`src/ptt_pkg.sv`:
```
// Constants and types for the precision time stamp timer
package ptt_pkg;

    // ----------------------------------------------------------------
    // Register byte offsets
    // ----------------------------------------------------------------
    localparam logic [7:0] OFS_INC = 8'h00;
    localparam logic [7:0] OFS_SUBNS = 8'h04;
    localparam logic [7:0] OFS_CMP_NS = 8'h08;
    localparam logic [7:0] OFS_CMP_SL = 8'h0C;
    localparam logic [7:0] OFS_CMP_SH = 8'h10;
    localparam logic [7:0] OFS_TIM_NS = 8'h14;
    localparam logic [7:0] OFS_TIM_SL = 8'h18;
    localparam logic [7:0] OFS_TIM_SH = 8'h1C;
    localparam logic [7:0] OFS_ISTS = 8'h20;
    localparam logic [7:0] OFS_ICLR = 8'h24;
    localparam logic [7:0] OFS_IEN = 8'h28;
    // Capture i at OFS_CAP + i*CAP_STRIDE; words ns, sec low, sec high
    localparam logic [7:0] OFS_CAP = 8'h40;
    localparam int CAP_STRIDE_LSB = 4;
    localparam logic [1:0] CAP_W_NS = 2'h0;
    localparam logic [1:0] CAP_W_SL = 2'h1;
    localparam logic [1:0] CAP_W_SH = 2'h2;

    // ----------------------------------------------------------------
    // Field layouts and widths
    // ----------------------------------------------------------------
    localparam int FLD_W = 8;
    localparam int INC_DEF_LSB = 0;
    localparam int INC_ALT_LSB = 8;
    localparam int INC_NUM_LSB = 16;
    localparam int SUBNS_W = 16;
    localparam int NS_W = 30;
    localparam int SEC_W = 48;
    localparam int SEC_LO_W = 32;
    localparam int SEC_HI_W = 16;
    localparam int CMP_NS_W = 22;
    localparam int CMP_NS_LSB = NS_W - CMP_NS_W;
    localparam int IRQ_CMP_BIT = 29;
    localparam logic [29:0] NS_PER_SEC = 30'h3B9A_CA00;

    // ----------------------------------------------------------------
    // Reset values
    // ----------------------------------------------------------------
    localparam logic [31:0] RST_WORD = 32'h0000_0000;

    // ----------------------------------------------------------------
    // Carriers
    // ----------------------------------------------------------------
    typedef struct packed {
        logic [47:0] sec;
        logic [31:0] ns;
    } ptt_ts_t;

    typedef struct packed {
        logic [7:0] addr;
        logic [31:0] wdata;
        logic wr;
        logic rd;
    } ptt_bus_req_t;

endpackage

```
`src/ptt_timer.sv`:
```
// Precision time stamp timer with captures, compare and interrupt
//
// Added by the designer: the address map and the address-and-strobe port.
`timescale 1ns/1ns

module ptt_timer #(
    parameter int N_CAP = 8
) (
    // Clock and reset
    input wire logic sys_clk,
    input wire logic rstn,
    // Register port
    input wire ptt_pkg::ptt_bus_req_t bus_req,
    output logic [31:0] rd_data,
    // Frame event capture strobes, one per capture register
    input wire logic [N_CAP-1:0] cap_stb,
    // Outputs
    output logic timer_compare_match,
    output logic irq
);

    // ----------------------------------------------------------------
    // State
    // ----------------------------------------------------------------
    logic [31:0] timer_increment_ff;
    logic [15:0] subns_increment_ff;
    logic [21:0] compare_nanoseconds_ff;
    logic [31:0] compare_seconds_low_ff;
    logic [15:0] compare_seconds_high_ff;
    logic [31:0] int_en_ff;
    logic [31:0] int_sts_ff;
    logic [31:0] rd_data_ff;
    logic [29:0] ns_ff;
    logic [47:0] sec_ff;
    logic [15:0] subns_acc_ff;
    logic [7:0] alt_cnt_ff;
    logic match_ff;
    ptt_pkg::ptt_ts_t cap_ff [N_CAP];

    // Address match used by every register except the captures
    function automatic logic hit(input logic [7:0] a, input logic [7:0] o);
        hit = (a == o);
    endfunction

    // ----------------------------------------------------------------
    // Bus decode
    // ----------------------------------------------------------------
    wire [7:0] addr = bus_req.addr;
    wire wr = bus_req.wr;
    wire [31:0] wd = bus_req.wdata;
    wire wr_inc = wr && hit(addr, ptt_pkg::OFS_INC);
    wire wr_sub = wr && hit(addr, ptt_pkg::OFS_SUBNS);
    wire wr_cns = wr && hit(addr, ptt_pkg::OFS_CMP_NS);
    wire wr_csl = wr && hit(addr, ptt_pkg::OFS_CMP_SL);
    wire wr_csh = wr && hit(addr, ptt_pkg::OFS_CMP_SH);
    wire wr_clr = wr && hit(addr, ptt_pkg::OFS_ICLR);
    wire wr_ien = wr && hit(addr, ptt_pkg::OFS_IEN);
    wire [7:0] cap_off = addr - ptt_pkg::OFS_CAP;
    wire [7:0] cap_idx = 8'(cap_off >> ptt_pkg::CAP_STRIDE_LSB);
    wire cap_in = (addr >= ptt_pkg::OFS_CAP) && (cap_idx < 8'(N_CAP));
    wire [1:0] cap_wsel = cap_off[3:2];

    // ----------------------------------------------------------------
    // Increment selection
    // ----------------------------------------------------------------
    wire [7:0] def_inc = timer_increment_ff[ptt_pkg::INC_DEF_LSB +: ptt_pkg::FLD_W];
    wire [7:0] alt_inc = timer_increment_ff[ptt_pkg::INC_ALT_LSB +: ptt_pkg::FLD_W];
    wire [7:0] num_inc = timer_increment_ff[ptt_pkg::INC_NUM_LSB +: ptt_pkg::FLD_W];
    // Alternative step after num_inc default steps; never when zero
    wire alt_due = (num_inc != 8'h00) && (alt_cnt_ff >= num_inc);
    wire [7:0] step_ns = alt_due ? alt_inc : def_inc;
    wire [7:0] nxt_alt_cnt = alt_due ? 8'h00 : 8'(alt_cnt_ff + 8'h01);

    // Fraction accumulator; its carry adds one nanosecond
    wire [16:0] sub_sum = {1'b0, subns_acc_ff} + {1'b0, subns_increment_ff};
    wire [15:0] nxt_subns_acc = sub_sum[15:0];
    wire [29:0] ns_sum = ns_ff + 30'(step_ns) + 30'(sub_sum[16]);

    // Nanosecond rollover into seconds
    wire ns_wrap = (ns_sum >= ptt_pkg::NS_PER_SEC);
    wire [29:0] nxt_ns = ns_wrap ? 30'(ns_sum - ptt_pkg::NS_PER_SEC) : ns_sum;
    wire [47:0] nxt_sec = sec_ff + 48'(ns_wrap);

    // ----------------------------------------------------------------
    // Compare and events
    // ----------------------------------------------------------------
    wire [47:0] cmp_sec = {compare_seconds_high_ff, compare_seconds_low_ff};
    wire cmp_eq = (sec_ff == cmp_sec)
        && (ns_ff[ptt_pkg::CMP_NS_LSB +: ptt_pkg::CMP_NS_W] == compare_nanoseconds_ff);
    wire cmp_rise = cmp_eq && !match_ff;
    wire [31:0] ev = (32'(cmp_rise) << ptt_pkg::IRQ_CMP_BIT) | 32'(cap_stb);
    // Hardware set wins over a clear in the same cycle
    wire [31:0] clr = wr_clr ? wd : ptt_pkg::RST_WORD;
    wire [31:0] nxt_int_sts = (int_sts_ff & ~clr) | ev;
    wire ptt_pkg::ptt_ts_t cur_ts = '{sec: sec_ff, ns: 32'(ns_ff)};

    // ----------------------------------------------------------------
    // Read selection
    // ----------------------------------------------------------------
    wire ptt_pkg::ptt_ts_t cap_rd = cap_in ? cap_ff[cap_idx[2:0]] : '0;
    wire [31:0] cap_word =
        (cap_wsel == ptt_pkg::CAP_W_NS) ? cap_rd.ns :
        (cap_wsel == ptt_pkg::CAP_W_SL) ? cap_rd.sec[31:0] :
        (cap_wsel == ptt_pkg::CAP_W_SH) ? 32'(cap_rd.sec[47:32]) : 32'h0000_0000;
    wire [31:0] nxt_rd_data =
        hit(addr, ptt_pkg::OFS_INC) ? timer_increment_ff :
        hit(addr, ptt_pkg::OFS_SUBNS) ? 32'(subns_increment_ff) :
        hit(addr, ptt_pkg::OFS_CMP_NS) ? 32'(compare_nanoseconds_ff) :
        hit(addr, ptt_pkg::OFS_CMP_SL) ? compare_seconds_low_ff :
        hit(addr, ptt_pkg::OFS_CMP_SH) ? 32'(compare_seconds_high_ff) :
        hit(addr, ptt_pkg::OFS_TIM_NS) ? 32'(ns_ff) :
        hit(addr, ptt_pkg::OFS_TIM_SL) ? sec_ff[31:0] :
        hit(addr, ptt_pkg::OFS_TIM_SH) ? 32'(sec_ff[47:32]) :
        hit(addr, ptt_pkg::OFS_ISTS) ? int_sts_ff :
        hit(addr, ptt_pkg::OFS_IEN) ? int_en_ff :
        cap_in ? cap_word : 32'h0000_0000;

    // ----------------------------------------------------------------
    // Software registers
    // ----------------------------------------------------------------
    always_ff @(posedge sys_clk or negedge rstn) begin
        if (!rstn) begin
            timer_increment_ff <= ptt_pkg::RST_WORD;
            subns_increment_ff <= ptt_pkg::RST_WORD[15:0];
            compare_nanoseconds_ff <= ptt_pkg::RST_WORD[21:0];
            compare_seconds_low_ff <= ptt_pkg::RST_WORD;
            compare_seconds_high_ff <= ptt_pkg::RST_WORD[15:0];
            int_en_ff <= ptt_pkg::RST_WORD;
        end else begin
            if (wr_inc) timer_increment_ff <= wd;
            if (wr_sub) subns_increment_ff <= wd[15:0];
            if (wr_cns) compare_nanoseconds_ff <= wd[21:0];
            if (wr_csl) compare_seconds_low_ff <= wd;
            if (wr_csh) compare_seconds_high_ff <= wd[15:0];
            if (wr_ien) int_en_ff <= wd;
        end
    end

    // Read data, interrupt status and compare match
    always_ff @(posedge sys_clk or negedge rstn) begin
        if (!rstn) begin
            rd_data_ff <= ptt_pkg::RST_WORD;
            int_sts_ff <= ptt_pkg::RST_WORD;
            match_ff <= 1'b0;
        end else begin
            rd_data_ff <= bus_req.rd ? nxt_rd_data : ptt_pkg::RST_WORD;
            int_sts_ff <= nxt_int_sts;
            match_ff <= cmp_eq;
        end
    end

    // Running time
    always_ff @(posedge sys_clk or negedge rstn) begin
        if (!rstn) begin
            ns_ff <= ptt_pkg::RST_WORD[29:0];
            sec_ff <= 48'h0000_0000_0000;
            subns_acc_ff <= ptt_pkg::RST_WORD[15:0];
            alt_cnt_ff <= ptt_pkg::RST_WORD[7:0];
        end else begin
            ns_ff <= nxt_ns;
            sec_ff <= nxt_sec;
            subns_acc_ff <= nxt_subns_acc;
            alt_cnt_ff <= nxt_alt_cnt;
        end
    end

    // Capture registers, one per event strobe
    for (genvar gi = 0; gi < N_CAP; gi++) begin : g_cap
        always_ff @(posedge sys_clk or negedge rstn) begin
            if (!rstn) begin
                cap_ff[gi] <= '0;
            end else if (cap_stb[gi]) begin
                cap_ff[gi] <= cur_ts;
            end
        end
    end

    assign rd_data = rd_data_ff;
    assign timer_compare_match = match_ff;
    assign irq = |(int_sts_ff & int_en_ff);
endmodule

```
`config.mk`:
```
export PLATFORM = sky130hd
export DESIGN_NAME = ptt_timer
export DESIGN_NICKNAME = d
export VERILOG_FILES = /design/src/ptt_pkg.sv /design/src/ptt_timer.sv
export SDC_FILE = /design/constraint.sdc
export NUM_CORES = 2
export LEC_CHECK = 0
export BUFFER_PORTS_ARGS = -buffer_cell sky130_fd_sc_hd__buf_2
export CAP_MARGIN = 20
export CORE_AREA = 10 10 484 250
export CTS_CLUSTER_DIAMETER = 40
export DETAILED_ROUTE_END_ITERATION = 10
export DIE_AREA = 0 0 494 260
export PLACE_DENSITY = 0.59
export SYNTH_ARGS = -nofsm -noshare
export SYNTH_HDL_FRONTEND = slang
export SYNTH_SLANG_ARGS = --single-unit
```
`constraint.sdc`:
```
create_clock -name sys_clk -period 10.7 [get_ports sys_clk]
set_clock_uncertainty 0.15 [all_clocks]
set_input_delay 1.07 -clock sys_clk [delete_from_list [all_inputs] [get_ports sys_clk]]
set_output_delay 1.07 -clock sys_clk [all_outputs]
set_load 0.1 [all_outputs]
```
Yosys cells after proc, flatten, opt, wreduce, memory -nomap -nowiden
Cells that the tools add are included.
{"block": "word_totals", "register_bits": 941, "out_inout_bits": 34, "word_cells": 99}
{"block": "op_classes", "n_addsub": 7, "n_lt_le_gt_ge": 5, "eq_ne": 14, "n_mux": 22, "n_bitwise": 6, "n_reduce_logical": 16}
{"op": "two-way mux 32 bit", "n": 15}
{"op": "binary-select mux 80 bit (select 3 bit)", "n": 1}
{"op": "two-way mux 80 bit", "n": 2}
{"op": "AND 32 bit", "n": 2}
{"op": "adder 48 x 1 -> 48 bit", "n": 1}
{"op": "equality test 48 bit", "n": 1}
{"op": "equality test 8 x 5 -> 1 bit (second input constant)", "n": 4}
{"op": "inverter 32 bit", "n": 1}
{"op": "bitwise OR 32 x 30 -> 32 bit", "n": 1}
{"op": "OR reduction 32 bit", "n": 1}
{"op": "adder 30 x 1 -> 30 bit", "n": 1}
{"op": "adder 30 x 8 -> 30 bit", "n": 1}
{"op": ">= comparator 30 bit (second input constant)", "n": 1}
{"op": "two-way mux 30 bit", "n": 1}
{"op": "bitwise OR 30 x 8 -> 30 bit", "n": 1}
{"op": "subtractor 30 bit (second input constant)", "n": 1}
{"op": "equality test 8 x 6 -> 1 bit (second input constant)", "n": 3}
{"op": "equality test 22 bit", "n": 1}
{"op": "adder 16 x 16 -> 17 bit", "n": 1}
{"op": "equality test 8 x 4 -> 1 bit (second input constant)", "n": 2}
{"op": "two-way mux 16 bit", "n": 1}
{"op": "two-way mux 8 bit", "n": 2}
{"op": "logical AND 1 bit", "n": 11}
{"op": "adder 8 x 1 -> 8 bit (second input constant)", "n": 1}
{"op": "13 further kinds", "n": 13}

Depth between registers and ports, before layout
{"block": "depth", "depth_word": 20, "ltp_mapped": 39}

Least setup slack after synthesis
Ideal clock, no wire load.
{"block": "synth_timing", "kind": "register to register", "startpoint": "register subns_increment_ff[0]", "endpoint": "register sec_ff[42]", "setup_time_ns": 0.079, "t_arrival_ns": 8.014, "required_time_ns": 10.471, "slack_ns": 2.457, "stages_incl_launch_ff": 40, "n_path_buf": 1, "period_less_slack_ns": 8.243, "path_cell_list": "dfrtp_1 ha_1 fa_1 a21o_1 a21oi_1 nor2b_1 o21a_1 o21a_1 o21ai_0 a21oi_1 o21ai_0 a211o_1 nor2_1 a211oi_1 o21ai_0 fa_1 inv_1 fa_1 [4 not listed] or3b_2 a2111o_1 nor4b_2 a31o_2 o21ai_2 inv_2 ha_1 ha_1 and3_1 clkbuf_1 and4_1 nand2_1 nor3_1 nand4_1 nor2_1 nand4_1 nor2_1 xor2_1"}
{"block": "synth_via", "elab_chain_cells": 4}
{"element": "start, declared", "line_no": "ptt_timer.sv:26", "source": "logic [15:0] subns_increment_ff;"}
{"element": "start signal, assigned", "line_no": "ptt_timer.sv:124", "source": "subns_increment_ff <= ptt_pkg::RST_WORD[15:0];"}
{"element": "start signal, assigned", "line_no": "ptt_timer.sv:131", "source": "if (wr_sub) subns_increment_ff <= wd[15:0];"}
{"element": "adder 16 x 16 -> 17 bit", "line_no": "ptt_timer.sv:75", "source": "wire [16:0] sub_sum = {1'b0, subns_acc_ff} + {1'b0, subns_increment_ff};"}
{"element": "adder 30 x 1 -> 30 bit", "line_no": "ptt_timer.sv:77", "source": "wire [29:0] ns_sum = ns_ff + 30'(step_ns) + 30'(sub_sum[16]);"}
{"element": ">= comparator 30 bit", "line_no": "ptt_timer.sv:80", "source": "wire ns_wrap = (ns_sum >= ptt_pkg::NS_PER_SEC);"}
{"element": "adder 48 x 1 -> 48 bit", "line_no": "ptt_timer.sv:82", "source": "wire [47:0] nxt_sec = sec_ff + 48'(ns_wrap);"}
{"element": "named net nxt_sec[42]", "line_no": "ptt_timer.sv:82"}
{"element": "end signal, assigned", "line_no": "ptt_timer.sv:161", "source": "sec_ff <= nxt_sec;"}
{"element": "end, declared", "line_no": "ptt_timer.sv:34", "source": "logic [47:0] sec_ff;"}
The timed path passes the listed nets, and every way through them passes these cells.
A chain may end at the register's enable or synchronous reset.

Worst setup path after layout
{"block": "layout_timing", "startpoint": "register subns_increment_ff[0]", "endpoint": "register sec_ff[47]"}
Same word-level chain as after synthesis.

==> implementation parameters <==
Parameter                              Value

Outcome
  Outcome ... complete, no violations

Drt
  Overall routed net length ... 140000 um
  Topmost layer with routed signal wires ... met5
  Wire length per cell after detailed routing ... around 29 um
  Number of nets still failing antenna checks after routing ... 0
  Via count ... ~29000
  Met2 wirelength from detailed routing ... between 60000 and 70000 um
  Number of optimization iterations in the first detailed-route pass ... 6
  Met3 wire length ... between 10000 and 15000 um
  DRC marker count from the first detailed-route iteration ... slightly below 3000
  M1 WL ... 63600 um
  Per-cell via count in the routed design ... slightly below 6
  Post-route DRC ... 0

Global route
  Leftover overflow at the end of global routing ... 0
  Initial antenna violation count ... 11
  Global-route usage over all layers ... between 20% and 30%
  Number of global-route vias before repair ... ~30000
  First-pass GRT wire length ... between 200000 and 250000 um
  Maximum number of pins on one net before global-route repair ... 170

STA
  Setup repair after global routing missed its margin ... false
  Final-report max-slew violation count ... 0
  Worst slew margin ... about a fifth
  Max frequency ... 101 MHz
  Worst Max-Slew Pin Slew ... about 1200 ps
  Time the final worst path needs with I/O delays and setup ... 9890 ps
  Final worst path period share ... 92.4%
  Final setup violation count ... 0
  Final Hold Vio Count ... 0
  Final total negative setup slack ... 0 ps

Pwr
  Sequential fraction of design power ... 44.2%
  Comb pwr share ... a little over a tenth
  Power per cell area ... between 150 and 200 mW/mm^2
  P_int ... between 6 and 7 mW
  Sw Ratio ... 27.2%
  Clock network fraction of design power ... between 40% and 50%
  Leakage power ... between 20 and 25 nW
  Switching pwr ... ~2.5 mW
  Maximum ir drop on the vdd rail ... between 0.1 and 0.15 mV

Place
  Port Buffer Count ... 85
  Final weighted congestion in routability-driven placement ... a little under 1
  Cells after DPL ... approximately 4700
  Post-DP HPWL ... approximately 94000 um

Clock tree
  Clock Path Buffers ... 3
  Worst skew pair latency ... ~740 ps
  Inserted Clock Buffers ... around 110
  TritonCTS clock tree ... built
  Clock-pin slew reported for the worst setup and hold paths after clock tree synthesis ... around 60 ps
  CTS root buffer ... sky130_fd_sc_hd__clkbuf_16
  CTS H-tree depth ... 3
  CTS Hold Bufs ... 0
  Clk sink count ... 941
  Count of buffers added by post-CTS timing repair for setup ... 0
  Resized Gates After CTS ... 0

Synthesis
  Number of synthesized register bits ... 941
  Post-synth net total ... around 3300
  Adder-Cell Fraction of Synth Area ... 1.14%
  Main combinational cell family by area after synthesis ... multiplexers
  Distinct cell type count of the synthesized netlist ... 81
  Avg Cell Area, Syn ... between 10 and 15 um^2
  Ys flop type ... sky130_fd_sc_hd__dfrtp_1
  Post-synth ARST share ... 100%
  Yosys Warn Count ... 0
  Netlist area before placement ... 0.0446 mm^2
  XOR/XNOR share of the synthesized area ... 3.36%
  EDFF count, synth ... 0
  Sequential area share after synthesis ... between 50 and 60%
  Fraction of the mapped netlist area in compound gates ... about 5.9%
  Multiplexer fraction of the synthesized cell area ... between 20 and 30%
  Number of standard cells after synthesis ... ~3300
  Simple logic cell fraction of the synthesized area ... ~4.9%

Floorplan
  Count of standard-cell rows ... slightly below 90
  Floorplan die height ... 260 um
  Die area ... roughly 0.13 mm^2
  Die extent in x ... just under 500 um
  Number of top-level pins ... 86
  Initial core utilization ... 39.8%
  Standard cell core area ... roughly 0.11 mm^2

Critical path
  Worst Path Class, Setup ... reg -> reg
  Critical path depth in cells ... 40
  CP Buf/Inv Count ... 4
  Cell family with most CP delay ... compound AO/OA/AOI/OAI gates
  Endpoint required time on the critical path ... around 11000 ps
  Crit-path max cell delay ... ~480 ps
  Critical path origin ... subns_increment_ff[0]$_DFFE_PN0P_
  Crit Reg-Reg Endpoint ... sec_ff[47]$_DFF_PN0_
  CP endpoint kind ... flop
  Data arrival time of the critical path ... a little over 10000 ps
  Worst Setup Start Kind ... flop
  Setup slack, reg-to-reg ... about 810 ps
  Worst setup endpoint ... sec_ff[47]$_DFF_PN0_
  Worst Path Max Fanout ... 11
  Critical path's slowest cell ... sky130_fd_sc_hd__fa_1
  Number of cell instances on the worst register-to-register path ... 40
  Reg-to-reg critical path startpoint ... subns_increment_ff[0]$_DFFE_PN0P_

Finish
  Area growth syn-to-layout ... 13.1%
  Finished Layout Cells ... 4867
  Area taken by flip-flops and latches ... between 0.02 and 0.025 mm^2
  Count of nets after finishing ... between 3000 and 4000
  Area of combinational cells with multiple inputs ... 0.0199 mm^2
  Fraction of final layout cells with drive strength greater than 1 ... between 30% and 40%
  Count of filler cells inserted in the layout ... 10100

Job
  Max-cap viol count ... 0

Hold path
  Class of the most critical hold timing path ... in -> async
synth_stat cells (all sizes together), types with 10 or more instances:
cell type  instances  share of area (%)
o22ai             29               0.41
nor2b             10               0.14
clkbuf           208                1.7
xnor2            108                2.1
nand3             45               0.52
and2              12               0.17
buf               54               0.57
mux2             783                 20
nand4             35               0.50
mux2i             29               0.65
a21oi             51               0.58
nor2             114               0.96
ha                36                1.0
a221oi            43               0.84
xor2              63                1.2
nor3              28               0.35
a32oi             13               0.26
a22oi             27               0.45
dfrtp            941                 53
o21ai             62               0.73
nand2            131                1.1
a21o              11               0.19
a211oi            26               0.44
inv               42               0.35
a21boi            24               0.40
mux4             176                8.9
nor4              14               0.20
and3              13               0.18
through the flow:
stage | utilization [%] | setup slack [ps] | cell area (um^2) | total power, mW | hold slack (ps)
floorplan | - | 2460 | 44600 | 4.62 | 293
global placement | 41.5 | 708 | 46500 | 5.00 | 305
detailed placement | 41.5 | 590 | 46500 | 5.02 | 316
CTS | 45.0 | 504 | 50500 | 9.08 | 197
global route | 45.0 | 99.5 | 50500 | 9.34 | 216
finish | 45.0 | 809 | 50500 | 9.01 | 171
logic make-up (layout without fill, tap and decap cells):
kind of cell | after synthesis | in the layout
flip-flops | 941 | 941
AND/OR/NAND/NOR | 447 | 447
AO/OA/AOI/OAI | 368 | 368
adder cells (fa/ha/maj) | 39 | 39
other | 0 | 4
buffers and inverters | 304 | 396
XOR/XNOR | 171 | 171
multiplexers | 988 | 988
placed cells by master (no fill, tap or decap), drive strengths merged, types with 14 or more instances in the layout:
master,synthesis,final
nand4,35,35
a21boi,24,24
xor2,63,63
xnor2,108,108
nor4,14,14
a21oi,51,51
mux2i,29,29
a22oi,27,27
o21ai,62,62
ha,36,36
nor2,114,114
dfrtp,941,941
nor3,28,28
mux4,176,176
clkbuf,208,135
buf,54,144
a211oi,26,26
nand3,45,45
mux2,783,783
o22ai,29,29
nand2,131,131
inv,42,64
a221oi,43,43
clkinv,0,29
power by group through the flow:
stage                     logic [mW]  clock network (mW)  registers [mW]
final                          0.976                4.05            3.99
after global routing            1.06                4.27            4.01
after CTS                      0.982                4.11            3.98
after detailed placement       0.978                   0            4.05
after global placement         0.961                   0            4.04
after floorplan                0.648                   0            3.97
flip-flops by register name, summed over array words and instances, names as in the netlist, 22 cells and up:
signal / flops
int_en_ff: 32
int_sts_ff: 32
cap_ff: 624
compare_nanoseconds_ff: 22
sec_ff: 48
timer_increment_ff: 32
rd_data: 32
ns_ff: 30
compare_seconds_low_ff: 32
final cells by class:
| class | count | area share (%) |
|---|---|---|
| Sequential cell | 941 | 46.6 |
| Multi-Input combinational cell | 2013 | 39.5 |
| Clock buffer | 135 | 5.98 |
| Tap cell | 1513 | 3.75 |
| Timing Repair Buffer | 144 | 1.94 |
| Clock inverter | 75 | 1.92 |
| Inverter | 42 | 0.312 |
| Antenna cell | 4 | 0.0198 |
worst min path at each step:
stage                                  startpoint                        end  slack, ps  cells past startpoint
3_5_place_dp   timer_increment_ff[27]$_DFFE_PN0P_      rd_data[27]$_DFF_PN0_        320                      2
4_1_cts                                      rstn     cap_ff[28]$_DFFE_PN0P_        200                      1
6_report                                     rstn     cap_ff[28]$_DFFE_PN0P_        170                      1
2_1_floorplan           subns_acc_ff[0]$_DFF_PN0_  subns_acc_ff[0]$_DFF_PN0_        290                      1
3_3_place_gp            subns_acc_ff[0]$_DFF_PN0_  subns_acc_ff[0]$_DFF_PN0_        300                      1
5_1_grt                                      rstn     cap_ff[28]$_DFFE_PN0P_        220                      1
routing by layer:
metal	vias up	GRT usage [%]
li1	12000	-
met4	2	6.79
met2	969	32.3
met1	15500	31.1
met5	-	0
met3	235	4.73
No activity file was read; power rests on OpenSTA's default activity.
